<file path="src/verilog/core_pkg.sv">
// Purpose: shared constants and types of the core register file, stack and interrupt block
// Assumes: one undivided core clock, I/O offsets as seen by I/O-space instructions
// Notes:   data-space address of an I/O register is its offset plus io_offset
package core_pkg;
    localparam int          clk_period_ns    = 25;
    localparam logic [15:0] io_offset        = 16'h0020;
    localparam logic [15:0] rf_last_addr     = 16'h001F;
    localparam logic [5:0]  io_page_select   = 6'h3B;
    localparam logic [5:0]  io_sp_low        = 6'h3D;
    localparam logic [5:0]  io_sp_high       = 6'h3E;
    localparam logic [5:0]  io_status        = 6'h3F;
    localparam logic [7:0]  reg_reset        = 8'h00;
    localparam logic [15:0] sp_reset         = 16'h0000;
    localparam logic [15:0] reset_vec_low    = 16'h0000;
    localparam logic [4:0]  ptr_first_idx    = 5'h1A;
    localparam int          gie_bit          = 7;
    localparam int          page_bit_pos     = 0;
    localparam int          num_src          = 8;
    // sources 6 and 7 are condition-based, the rest latch a flag
    localparam logic [7:0]  level_src_mask   = 8'hC0;
    localparam logic [15:0] vec_spacing      = 16'h0002;
    localparam logic [15:0] sp_step_byte     = 16'h0001;
    localparam logic [15:0] sp_step_addr     = 16'h0002;
    localparam logic [15:0] ptr_step         = 16'h0001;

    typedef enum logic [1:0] {
        ptr_plain   = 2'b00,
        ptr_postinc = 2'b01,
        ptr_predec  = 2'b10,
        ptr_disp    = 2'b11
    } ptr_mode_type;

    typedef enum logic [1:0] {
        entry_idle    = 2'b00,
        entry_push_hi = 2'b01,
        entry_wait_a  = 2'b10,
        entry_wait_b  = 2'b11
    } entry_state_type;
endpackage

</file>
<file path="src/verilog/core_regfile_stack_irq.sv">
// Purpose: register file, pointers, stack pointer, page select and interrupt entry of the core
// Assumes: executor pulses one-cycle strobes, insn_done marks each completed instruction
// Notes:   i/o registers answer at offset (io access) and offset plus io_offset (data access)
`timescale 1ns/1ps
module core_regfile_stack_irq (
    input  wire logic        sys_clk,
    input  wire logic        rst_b,
    // register file ports of the executor
    input  wire logic [4:0]  rd_addr_a,
    input  wire logic [4:0]  rd_addr_b,
    output logic      [7:0]  rd_data_a,
    output logic      [7:0]  rd_data_b,
    output logic      [15:0] rd_word_a,
    input  wire logic        wr_en,
    input  wire logic        wr_wide,
    input  wire logic [4:0]  wr_addr,
    input  wire logic [15:0] wr_data,
    // pointer addressing
    input  wire logic        ptr_go,
    input  wire logic [1:0]  ptr_sel,
    input  wire logic [1:0]  ptr_mode,
    input  wire logic [5:0]  ptr_disp,
    output logic      [15:0] ptr_addr,
    // data-space and i/o-space access
    input  wire logic        acc_rd,
    input  wire logic        acc_wr,
    input  wire logic        acc_io,
    input  wire logic [15:0] acc_addr,
    input  wire logic [7:0]  acc_wdata,
    output logic      [7:0]  acc_rdata,
    output logic             acc_hit,
    // program-memory load address
    input  wire logic        prog_ext,
    output logic      [16:0] prog_addr,
    output logic             page_select_bit,
    // stack
    input  wire logic        sp_push1,
    input  wire logic        sp_pop1,
    input  wire logic        sp_push2,
    input  wire logic        sp_pop2,
    output logic      [15:0] stack_pointer,
    output logic             stk_wr,
    output logic      [15:0] stk_addr,
    output logic      [7:0]  stk_wdata,
    // status and instruction events
    input  wire logic        alu_flags_we,
    input  wire logic [6:0]  alu_flags,
    output logic      [7:0]  status_register,
    input  wire logic        insn_done,
    input  wire logic        sei_exec,
    input  wire logic        cli_exec,
    input  wire logic        interrupt_return_exec,
    input  wire logic [15:0] pc,
    // interrupt sources and vectoring
    input  wire logic [7:0]  src_event,
    input  wire logic [7:0]  src_level,
    input  wire logic [7:0]  src_enable,
    input  wire logic [7:0]  flag_clear,
    output logic      [7:0]  irq_flag,
    input  wire logic        vector_select_bit,
    input  wire logic        boot_reset_fuse,
    input  wire logic        application_lock_bit,
    input  wire logic        boot_lock_bit,
    input  wire logic [15:0] boot_start,
    output logic             irq_busy,
    output logic             vector_valid,
    output logic      [15:0] vector_addr,
    output logic      [15:0] reset_vector
);
    ////////////////////////////////////////////////////////////////////////////
    function automatic logic io_hit(input logic [15:0] a, input logic [5:0] off);
        io_hit = (a == ({10'h000, off} + core_pkg::io_offset));
    endfunction

    function automatic logic [2:0] first_set(input logic [7:0] v);
        first_set = 3'h0;
        for (int i = core_pkg::num_src - 1; i >= 0; i--) begin
            if (v[i]) begin
                first_set = 3'(i);
            end
        end
    endfunction

    ////////////////////////////////////////////////////////////////////////////
    logic rst_meta;
    logic rst_n;
    always_ff @(posedge sys_clk or negedge rst_b) begin
        if (!rst_b) begin
            rst_meta <= 1'b0;
            rst_n    <= 1'b0;
        end else begin
            rst_meta <= 1'b1;
            rst_n    <= rst_meta;
        end
    end

    ////////////////////////////////////////////////////////////////////////////
    logic                        gie;
    logic [6:0]                  flags;
    logic [15:0]                 sp;
    logic                        page_bit;
    logic [15:0]                 ret_pc;
    core_pkg::entry_state_type   state;
    core_pkg::entry_state_type   next_state;
    logic [7:0]                  rd_data_c;
    logic [47:0]                 ptr_words;

    wire [15:0] acc_eff  = acc_io ? ({10'h000, acc_addr[5:0]} + core_pkg::io_offset)
                                  : acc_addr;
    wire        hit_rf   = acc_eff <= core_pkg::rf_last_addr;
    wire        hit_page = io_hit(acc_eff, core_pkg::io_page_select);
    wire        hit_spl  = io_hit(acc_eff, core_pkg::io_sp_low);
    wire        hit_sph  = io_hit(acc_eff, core_pkg::io_sp_high);
    wire        hit_sts  = io_hit(acc_eff, core_pkg::io_status);
    wire        hit_any  = hit_rf | hit_page | hit_spl | hit_sph | hit_sts;
    wire        rf_ds_wr = acc_wr && hit_rf && !wr_en;

    ////////////////////////////////////////////////////////////////////////////
    // pointer addressing; the update uses the dedicated pointer write port
    wire [15:0] cur_ptr  = ptr_words[{ptr_sel, 4'h0} +: 16];
    wire [15:0] ptr_inc  = cur_ptr + core_pkg::ptr_step;
    wire [15:0] ptr_dec  = cur_ptr - core_pkg::ptr_step;
    wire        ptr_upd  = ptr_go && (ptr_mode == core_pkg::ptr_postinc ||
                                      ptr_mode == core_pkg::ptr_predec);
    wire [4:0]  ptr_idx  = core_pkg::ptr_first_idx + {2'b00, ptr_sel, 1'b0};
    wire [15:0] ptr_new  = (ptr_mode == core_pkg::ptr_postinc) ? ptr_inc : ptr_dec;
    wire [15:0] ptr_eff  = (ptr_mode == core_pkg::ptr_predec) ? ptr_dec :
                           (ptr_mode == core_pkg::ptr_disp)
                               ? cur_ptr + {10'h000, ptr_disp} : cur_ptr;

    gpr_file u_gpr (
        .sys_clk     (sys_clk),
        .rst_n       (rst_n),
        .rd_addr_a   (rd_addr_a),
        .rd_addr_b   (rd_addr_b),
        .rd_addr_c   (acc_eff[4:0]),
        .rd_data_a   (rd_data_a),
        .rd_data_b   (rd_data_b),
        .rd_data_c   (rd_data_c),
        .rd_word_a   (rd_word_a),
        .ptr_words   (ptr_words),
        .wr_en       (wr_en | rf_ds_wr),
        .wr_wide     (wr_en & wr_wide),
        .wr_addr     (wr_en ? wr_addr : acc_eff[4:0]),
        .wr_data     (wr_en ? wr_data : {8'h00, acc_wdata}),
        .ptr_wr_en   (ptr_upd),
        .ptr_wr_idx  (ptr_idx),
        .ptr_wr_data (ptr_new)
    );

    ////////////////////////////////////////////////////////////////////////////
    // interrupt request and arbitration
    wire [7:0] flag_set   = src_event & ~core_pkg::level_src_mask;
    wire [7:0] cond_req   = src_level & core_pkg::level_src_mask;
    wire [7:0] irq_req    = (irq_flag | cond_req) & src_enable;
    wire [2:0] irq_idx    = first_set(irq_req);
    // a vector outside the running section is locked while the code runs there and that section's lock bit is set
    wire       in_boot    = pc >= boot_start;
    wire       irq_locked = (application_lock_bit && !in_boot && vector_select_bit) ||
                            (boot_lock_bit && in_boot && !vector_select_bit);
    // entry waits for a completing insn that is not sei, cli or interrupt_return, so exactly one more runs
    wire       irq_take   = gie && (|irq_req) && insn_done &&
                            !cli_exec && !sei_exec && !interrupt_return_exec && !irq_locked &&
                            state == core_pkg::entry_idle;
    wire [7:0] take_mask  = irq_take ? (8'h01 << irq_idx) : 8'h00;
    wire [7:0] next_flag  = (irq_flag & ~flag_clear & ~take_mask) | flag_set;
    wire [15:0] vec_base  = vector_select_bit ? boot_start : core_pkg::reset_vec_low;
    wire [15:0] next_vec  = vec_base + ({13'h0000, irq_idx} + core_pkg::sp_step_byte) *
                            core_pkg::vec_spacing;
    wire       sts_wr     = acc_wr && hit_sts;
    wire       next_gie   = irq_take ? 1'b0 :
                            cli_exec ? 1'b0 :
                            (sei_exec || interrupt_return_exec) ? 1'b1 :
                            sts_wr ? acc_wdata[core_pkg::gie_bit] : gie;

    ////////////////////////////////////////////////////////////////////////////
    // entry sequence: two return-address pushes, then two cycles to the vector
    always_comb begin
        next_state = state;
        case (state)
            core_pkg::entry_idle:    next_state = irq_take ? core_pkg::entry_push_hi
                                                           : core_pkg::entry_idle;
            core_pkg::entry_push_hi: next_state = core_pkg::entry_wait_a;
            core_pkg::entry_wait_a:  next_state = core_pkg::entry_wait_b;
            default:                 next_state = core_pkg::entry_idle;
        endcase
    end

    wire push_now = irq_take || state == core_pkg::entry_push_hi;

    logic [15:0] next_sp;
    always_comb begin
        next_sp = sp;
        if (push_now) begin
            next_sp = sp - core_pkg::sp_step_byte;
        end else if (sp_push1) begin
            next_sp = sp - core_pkg::sp_step_byte;
        end else if (sp_pop1) begin
            next_sp = sp + core_pkg::sp_step_byte;
        end else if (sp_push2) begin
            next_sp = sp - core_pkg::sp_step_addr;
        end else if (sp_pop2) begin
            next_sp = sp + core_pkg::sp_step_addr;
        end
        if (acc_wr && hit_spl) begin
            next_sp[7:0] = acc_wdata;
        end
        if (acc_wr && hit_sph) begin
            next_sp[15:8] = acc_wdata;
        end
    end

    wire [7:0] next_rdata = hit_rf   ? rd_data_c :
                            hit_page ? {7'h00, page_bit} :
                            hit_spl  ? sp[7:0] :
                            hit_sph  ? sp[15:8] :
                            hit_sts  ? {gie, flags} : core_pkg::reg_reset;

    ////////////////////////////////////////////////////////////////////////////
    always_ff @(posedge sys_clk or negedge rst_n) begin
        if (!rst_n) begin
            state <= core_pkg::entry_idle;
            gie   <= 1'b0;
            flags <= 7'h00;
            sp    <= core_pkg::sp_reset;
        end else begin
            state <= next_state;
            gie   <= next_gie;
            sp    <= next_sp;
            // hardware never stacks the flags around an interrupt
            if (sts_wr) begin
                flags <= acc_wdata[6:0];
            end else if (alu_flags_we) begin
                flags <= alu_flags;
            end
        end
    end

    always_ff @(posedge sys_clk or negedge rst_n) begin
        if (!rst_n) begin
            irq_flag    <= 8'h00;
            page_bit    <= 1'b0;
            ret_pc      <= 16'h0000;
        end else begin
            irq_flag <= next_flag;
            if (acc_wr && hit_page) begin
                page_bit <= acc_wdata[core_pkg::page_bit_pos];
            end
            if (irq_take) begin
                ret_pc <= pc;
            end
        end
    end

    always_ff @(posedge sys_clk or negedge rst_n) begin
        if (!rst_n) begin
            stk_wr       <= 1'b0;
            stk_addr     <= 16'h0000;
            stk_wdata    <= 8'h00;
            vector_valid <= 1'b0;
            vector_addr  <= 16'h0000;
            irq_busy     <= 1'b0;
        end else begin
            stk_wr       <= push_now;
            stk_addr     <= sp;
            stk_wdata    <= irq_take ? pc[7:0] : ret_pc[15:8];
            vector_valid <= state == core_pkg::entry_wait_b;
            irq_busy     <= next_state != core_pkg::entry_idle;
            if (irq_take) begin
                vector_addr <= next_vec;
            end
        end
    end

    always_ff @(posedge sys_clk or negedge rst_n) begin
        if (!rst_n) begin
            acc_rdata       <= 8'h00;
            acc_hit         <= 1'b0;
            ptr_addr        <= 16'h0000;
            prog_addr       <= 17'h00000;
            page_select_bit <= 1'b0;
            stack_pointer   <= core_pkg::sp_reset;
            status_register <= core_pkg::reg_reset;
            reset_vector    <= core_pkg::reset_vec_low;
        end else begin
            acc_rdata       <= next_rdata;
            acc_hit         <= (acc_rd || acc_wr) && hit_any;
            ptr_addr        <= ptr_go ? ptr_eff : ptr_addr;
            // plain loads see only the low 64K
            prog_addr       <= {prog_ext & page_bit, ptr_words[47:32]};
            page_select_bit <= page_bit;
            stack_pointer   <= next_sp;
            status_register <= {next_gie, flags};
            reset_vector    <= boot_reset_fuse ? boot_start : core_pkg::reset_vec_low;
        end
    end
endmodule

</file>
<file path="src/verilog/gpr_file.sv">
// Purpose: 32 x 8 working register file with pointer write port
// Assumes: caller never writes the same byte from both ports in one cycle
// Notes:   reads are combinational so an operate-and-write fits one cycle
`timescale 1ns/1ps
module gpr_file (
    input  wire logic        sys_clk,
    input  wire logic        rst_n,
    input  wire logic [4:0]  rd_addr_a,
    input  wire logic [4:0]  rd_addr_b,
    input  wire logic [4:0]  rd_addr_c,
    output logic      [7:0]  rd_data_a,
    output logic      [7:0]  rd_data_b,
    output logic      [7:0]  rd_data_c,
    output logic      [15:0] rd_word_a,
    output logic      [47:0] ptr_words,
    input  wire logic        wr_en,
    input  wire logic        wr_wide,
    input  wire logic [4:0]  wr_addr,
    input  wire logic [15:0] wr_data,
    input  wire logic        ptr_wr_en,
    input  wire logic [4:0]  ptr_wr_idx,
    input  wire logic [15:0] ptr_wr_data
);
    logic [7:0] rf [0:31];
    wire  [4:0] a_even  = {rd_addr_a[4:1], 1'b0};
    wire  [4:0] a_odd   = {rd_addr_a[4:1], 1'b1};
    wire  [4:0] w_even  = {wr_addr[4:1], 1'b0};
    wire  [4:0] w_odd   = {wr_addr[4:1], 1'b1};
    wire  [4:0] p_odd   = {ptr_wr_idx[4:1], 1'b1};

    assign rd_data_a = rf[rd_addr_a];
    assign rd_data_b = rf[rd_addr_b];
    assign rd_data_c = rf[rd_addr_c];
    assign rd_word_a = {rf[a_odd], rf[a_even]};
    assign ptr_words = {rf[31], rf[30], rf[29], rf[28], rf[27], rf[26]};

    // later assignment wins, so an instruction write beats a pointer update
    always_ff @(posedge sys_clk or negedge rst_n) begin
        if (!rst_n) begin
            for (int i = 0; i < 32; i++) begin
                rf[i] <= core_pkg::reg_reset;
            end
        end else begin
            if (ptr_wr_en) begin
                rf[{ptr_wr_idx[4:1], 1'b0}] <= ptr_wr_data[7:0];
                rf[p_odd]                   <= ptr_wr_data[15:8];
            end
            if (wr_en && wr_wide) begin
                rf[w_even] <= wr_data[7:0];
                rf[w_odd]  <= wr_data[15:8];
            end else if (wr_en) begin
                rf[wr_addr] <= wr_data[7:0];
            end
        end
    end
endmodule
</file>
<file path="config.mk">
export PLATFORM = sky130hd
export DESIGN_NAME = core_regfile_stack_irq
export DESIGN_NICKNAME = d
export VERILOG_FILES = /design/src/verilog/core_pkg.sv /design/src/verilog/core_regfile_stack_irq.sv /design/src/verilog/gpr_file.sv
export SDC_FILE = /design/constraint.sdc
export NUM_CORES = 1
export LEC_CHECK = 0
export BUFFER_PORTS_ARGS = -buffer_cell sky130_fd_sc_hd__buf_2
export CELL_PAD_IN_SITES_DETAIL_PLACEMENT = 1
export CELL_PAD_IN_SITES_GLOBAL_PLACEMENT = 2
export CORE_ASPECT_RATIO = 0.5
export CORE_MARGIN = 2
export CORE_UTILIZATION = 35
export CTS_CLUSTER_DIAMETER = 80
export CTS_CLUSTER_SIZE = 8
export DETAILED_ROUTE_END_ITERATION = 8
export PLACE_DENSITY = 0.76
export SLEW_MARGIN = 10
export SYNTH_ARGS = -nofsm -noshare
export SYNTH_HDL_FRONTEND = slang
export SYNTH_SLANG_ARGS = --single-unit
</file>
<file path="constraint.sdc">
create_clock -name sys_clk -period 11.5 [get_ports sys_clk]
set_clock_uncertainty 0.05 [all_clocks]
set_input_delay 1.725 -clock sys_clk [delete_from_list [all_inputs] [get_ports sys_clk]]
set_output_delay 1.725 -clock sys_clk [all_outputs]
set_load 0.01 [all_outputs]
</file>
* Word level (Yosys, flattened, before mapping) *
Index checks and enable logic that the tools add are counted.
W data, S select, Z words.

cells by class
  add/subtract/negate cells = 11
  $lt $le $gt $ge = 17
  equal/unequal tests = 10
  shifts and indexed selects = 2
  mux-type cells = 71
  bitwise logic cells = 24
  reduce and logical (&&, ||, !) cells = 43

operator list
  kind                     count
  $bwmux W256              5
  $mux W256                3
  $bmux W8 S5              5
  $demux W8 S5             5
  $mux W16                 12
  $mux W8                  24
  $eq A16 B7 Y1 const B    4
  $ge A6 B6 Y1 const B     10
  $not A5 Y6               10
  $shiftx A48 B7 Y16       1
  $add A16 B1 Y16 const B  2
  $sub A16 B1 Y16 const B  2
  $lt A6 B1 Y1 const B     5
  $logic_and A1 B1 Y1      25
  $and A8 B8 Y8            3
  $mux W3                  8
  $add A16 B2 Y16 const B  1
  $add A16 B5 Y16          1
  $add A16 B6 Y16          1
  $ge A16 B16 Y1           1
  $le A16 B5 Y1 const B    1
  $not A8 Y8               2
  $sub A16 B2 Y16 const B  1
  $mux W7                  2
  other kinds (19)         44

storage, ports and cells
  flip-flop bits (word level) = 419
  bits of input ports = 158

* Logic depth before layout (Yosys ltp) *
  word-level depth = 15
  depth in mapped cells = 19
  mapped depth without buffers = 19

* By module *
Synthesis repeated with hierarchy kept, for this count alone.

unflattened totals
  cells, all modules = 3060
  area, all modules = 29967.5 um2

by module, submodules not included
  module                  instances  cells each  area each (um2)  seq. area each (um2)
  gpr_file                1          1966        20261.9          6406.1
  core_regfile_stack_irq  1          1094        9705.6           3853.7

* Worst setup path after synthesis *
OpenSTA, ideal clock, no wires.

  path type = in2out
  from = in rd_addr_a[0]
  to = out rd_data_a[0]
  arrival = 3.990 ns
  setup slack = 5.735 ns
  cell stages on the path = 6
  buffers on the path = 3
  cell sequence = clkbuf_1 buf_2 buf_1 mux4_2 mux4_2 mux2_2

on the way
  word-level cells in the longest chain between the ends = 4

ends and longest elaborated chain
  item                                         RTL line                      source
  from (decl)                                  core_regfile_stack_irq.sv:9   input wire logic [4:0] rd_addr_a,
  $not A5 Y6 (implied by the code)             gpr_file.sv:31                assign rd_data_a = rf[rd_addr_a];
  $bmux W8 S5                                  gpr_file.sv:31
  $mux W8 (implied by the code) (2 in series)  gpr_file.sv:31
  to (decl)                                    core_regfile_stack_irq.sv:11  output logic [7:0] rd_data_a,

No other way between the ends. The select of a mux whose other input is x is not followed.

* Worst setup path after layout *
  from = in rd_addr_a[1]
  to = out rd_data_a[2]

Same word-level chain as after synthesis.

==> run metrics <==
status=complete, no violations; mapped cell area=about 27000 um^2; CP max-delay cell=buf_4; CP Cell Sequence=buf_6, buf_4, mux4_2, mux4_2, mux2_2, buf_2; TritonCTS Sinks=410; Post CTS Setup Buffer Count=0; Worst Max-Slew Pin Slew=1.17 ns; global-route wire length before repair=167 mm; peak supply drop=~0.00012 V; nets=approximately 3000; fraction of layout cells with a size suffix above 1=between 20 and 30%; most common cell after layout, fill and taps aside=dfrtp_1; latest clock arrival within the worst-skew pair=around 0.65 ns; largest net degree at the start of global routing=approximately 150; post-synthesis compound-gate area fraction=13.9%; ys async rst share=between 90% and 100%; fmax=around 150 MHz; H-tree levels=2; Post-synth EDFFs=0; Overflow after GRT=0; Initial DRT Pass Iterations=5; final hold slack=0.299 ns; initial antenna violation count=3; leakage power=13.2 nW; pwr/cell area=201 nW/um^2; Routed WL=around 110 mm; CP arrival=slightly below 5 ns; Fin. Hold Viols=0; total power=between 0.006 and 0.007 W; Top FF cell, synth=dfrtp_1; sequential fraction of the synthesis area=a little under two fifths; worst min path class=flop to flop; Simple-Gate Fraction of Synth Area=a little under an eighth; area delta synth->final=14.5%; cell family with most CP delay=buffers and inverters; Avg Cell Area, Syn=between 10 and 15 um^2; largest family of logic cells by synthesized area=multiplexers; synth warn=0; final setup fails=0; met3 routed WL=9.51 mm; Post-Route M1 WL=46.8 mm; DRT iter0 DRCs=2450; initial core utilization=around 35%; hold_buf cts=0; die height=202 um; most frequent cells in the layout=dfrtp_1, nand2_1, mux4_2; most used cell along the critical path=mux4_2; CTS root buffer=clkbuf_16; final antenna-violating net count=0; via count=between 20000 and 25000; number of global-route vias before repair=between 20000 and 25000; Top Layer Used=met4; detailed-placement wirelength estimate=~80 mm; Setup CP Type=input pin to output port; Post-Syn Instances=between 2000 and 3000; Cell variety after synth=77; die area=80900 um^2; relative slew slack=a little over a fifth; met2 wire len=just under 50 mm; IO Count=between 300 and 400; crit path max fanout=64; Post-Syn Nets=roughly 2700; Tcrit/Tclk final=between 50% and 60%; drt wl/cell=29.2 um; Reg clk slew, reported paths=roughly 0.05 ns; placed cell count=~3700; TritonCTS Buffers=57; post-synthesis adder-cell area fraction=2.72%; Synth Register Bits=410; Die W=400 um; post-route cell area=~31000 um^2; Setup crit end kind=output port; CTS tree=built; port bufs=roughly 320; post-CTS sizing=0; gr usage total=between 20% and 30%; Cell Area, Placed=~30000 um^2; XOR/XNOR Fraction of Synth Area=~2.2%; CP Data Required Time=9.73 ns; DR DRC count=0; clk buf depth=3; Max Cap Viol=0; minimum clock period=6.63 ns; Fin Setup TNS=0 ns; Rows=between 70 and 80; Non-Filler Instances=between 3000 and 4000; startpoint types=input pin; Pins Over Slew Limit=0; core area=roughly 77000 um^2; Vias per Instance=~6.3; multiplexer area fraction after synthesis=~28%; RSZ-0062 raised after global routing=false; max incr delay on CP=between 0.9 and 1 ns; GP Congestion=0.916; sum of buffers and inverters on the critical path=3
[metrics by stage]
step | worst slack, ns | util (%)
after floorplan | 4.76 | -
after global placement | 4.96 | 38.7
after detailed placement | 4.91 | 38.7
after CTS | 4.91 | 40.6
after global routing | 4.74 | 40.6
final | 4.87 | 40.6
[synth_stat cells, types with 13 or more instances]
cell | number | share of area [%]
nor2b_1 | 17 | 0.39
inv_1 | 63 | 0.86
nand2_1 | 406 | 5.5
a21oi_1 | 95 | 1.7
nor3_1 | 32 | 0.58
a211oi_1 | 16 | 0.44
buf_1 | 36 | 0.49
mux4_2 | 312 | 26
clkbuf_1 | 132 | 1.8
or3_1 | 14 | 0.32
o22ai_1 | 49 | 1.1
a21o_1 | 16 | 0.44
xor2_1 | 24 | 0.76
nand2b_1 | 14 | 0.32
nor2_1 | 129 | 1.8
nand3_1 | 41 | 0.75
mux2_2 | 30 | 1.2
o211ai_1 | 18 | 0.49
mux2i_1 | 46 | 1.7
o21ai_0 | 269 | 4.9
and2_1 | 26 | 0.59
a22o_1 | 18 | 0.57
xnor2_1 | 46 | 1.5
a221oi_1 | 19 | 0.61
o21a_1 | 13 | 0.36
dfrtp_1 | 410 | 37
ha_1 | 55 | 2.5
[path summary, 6_finish.rpt]
check	to	from	slack, ns	cells after the start
max in group asynchronous	reset_vector[4]$_DFF_PN0_	rst_n$_DFF_PN0_	8.65	2
worst min register to register	rst_n$_DFF_PN0_	rst_meta$_DFF_PN0_	0.30	0
worst max register to register	vector_addr[15]$_DFFE_PN0P_	irq_flag[7]$_DFF_PN0_	7.39	19
min in group asynchronous	ptr_addr[4]$_DFFE_PN0P_	rst_n$_DFF_PN0_	0.37	0
worst min-delay path	rst_n$_DFF_PN0_	rst_meta$_DFF_PN0_	0.30	0
worst max-delay path	rd_data_a[2]	rd_addr_a[1]	4.87	6
[state kept, by name (all words and copies together) (netlist names), 2 cells and up]
register         cells
status_register      7
state                2
u_gpr.rf           208
stk_addr            16
reset_vector        16
ret_pc               8
prog_addr           17
irq_flag             8
vector_addr         16
stk_wdata            8
flags                7
u_gpr.ptr_words     48
acc_rdata            8
stack_pointer       16
ptr_addr            16
[final cells by class]
class                      instances  area, um^2
antenna                            1        2.50
clock buffer                      60        1470
clock inverter                     2        17.5
fill                            8582       46000
inverter                          63         236
multi-input combinational       1868       16300
sequential                       410       10300
tap                             1036        1300
timing repair buffer             349        1860
[power by group]
part / switching, W / internal, W
combinational: 0.00118 / 0.00114
sequential: 0.000587 / 0.00184
clock: 0.000685 / 0.000883
total: 0.00245 / 0.00387
[metal layers]
layer	global-route usage (%)	vias up
met2	41.8	1143
met5	0	-
met4	11.3	0
li1	-	9993
met3	6.34	228
met1	37.7	12323
[worst reg2reg max path, delay by kind of cell (launching register included)]
kind	cells	cell delay, ns
buf+inv	1	0.10
flops	1	0.39
compound gates	7	0.97
simple gates	7	1.48
xor+xnor	1	0.17
fa+ha+maj	3	0.89
[cell families after synthesis]
kind of cell	Yosys count
and+or+nand+nor	737
AOI/OAI and AO/OA	614
DFF	410
muxes	388
buffers and inverters	245
xor gates and xnor gates	70
adders and majority gates	58
other	1
Power figures use the tool's default switching activity.
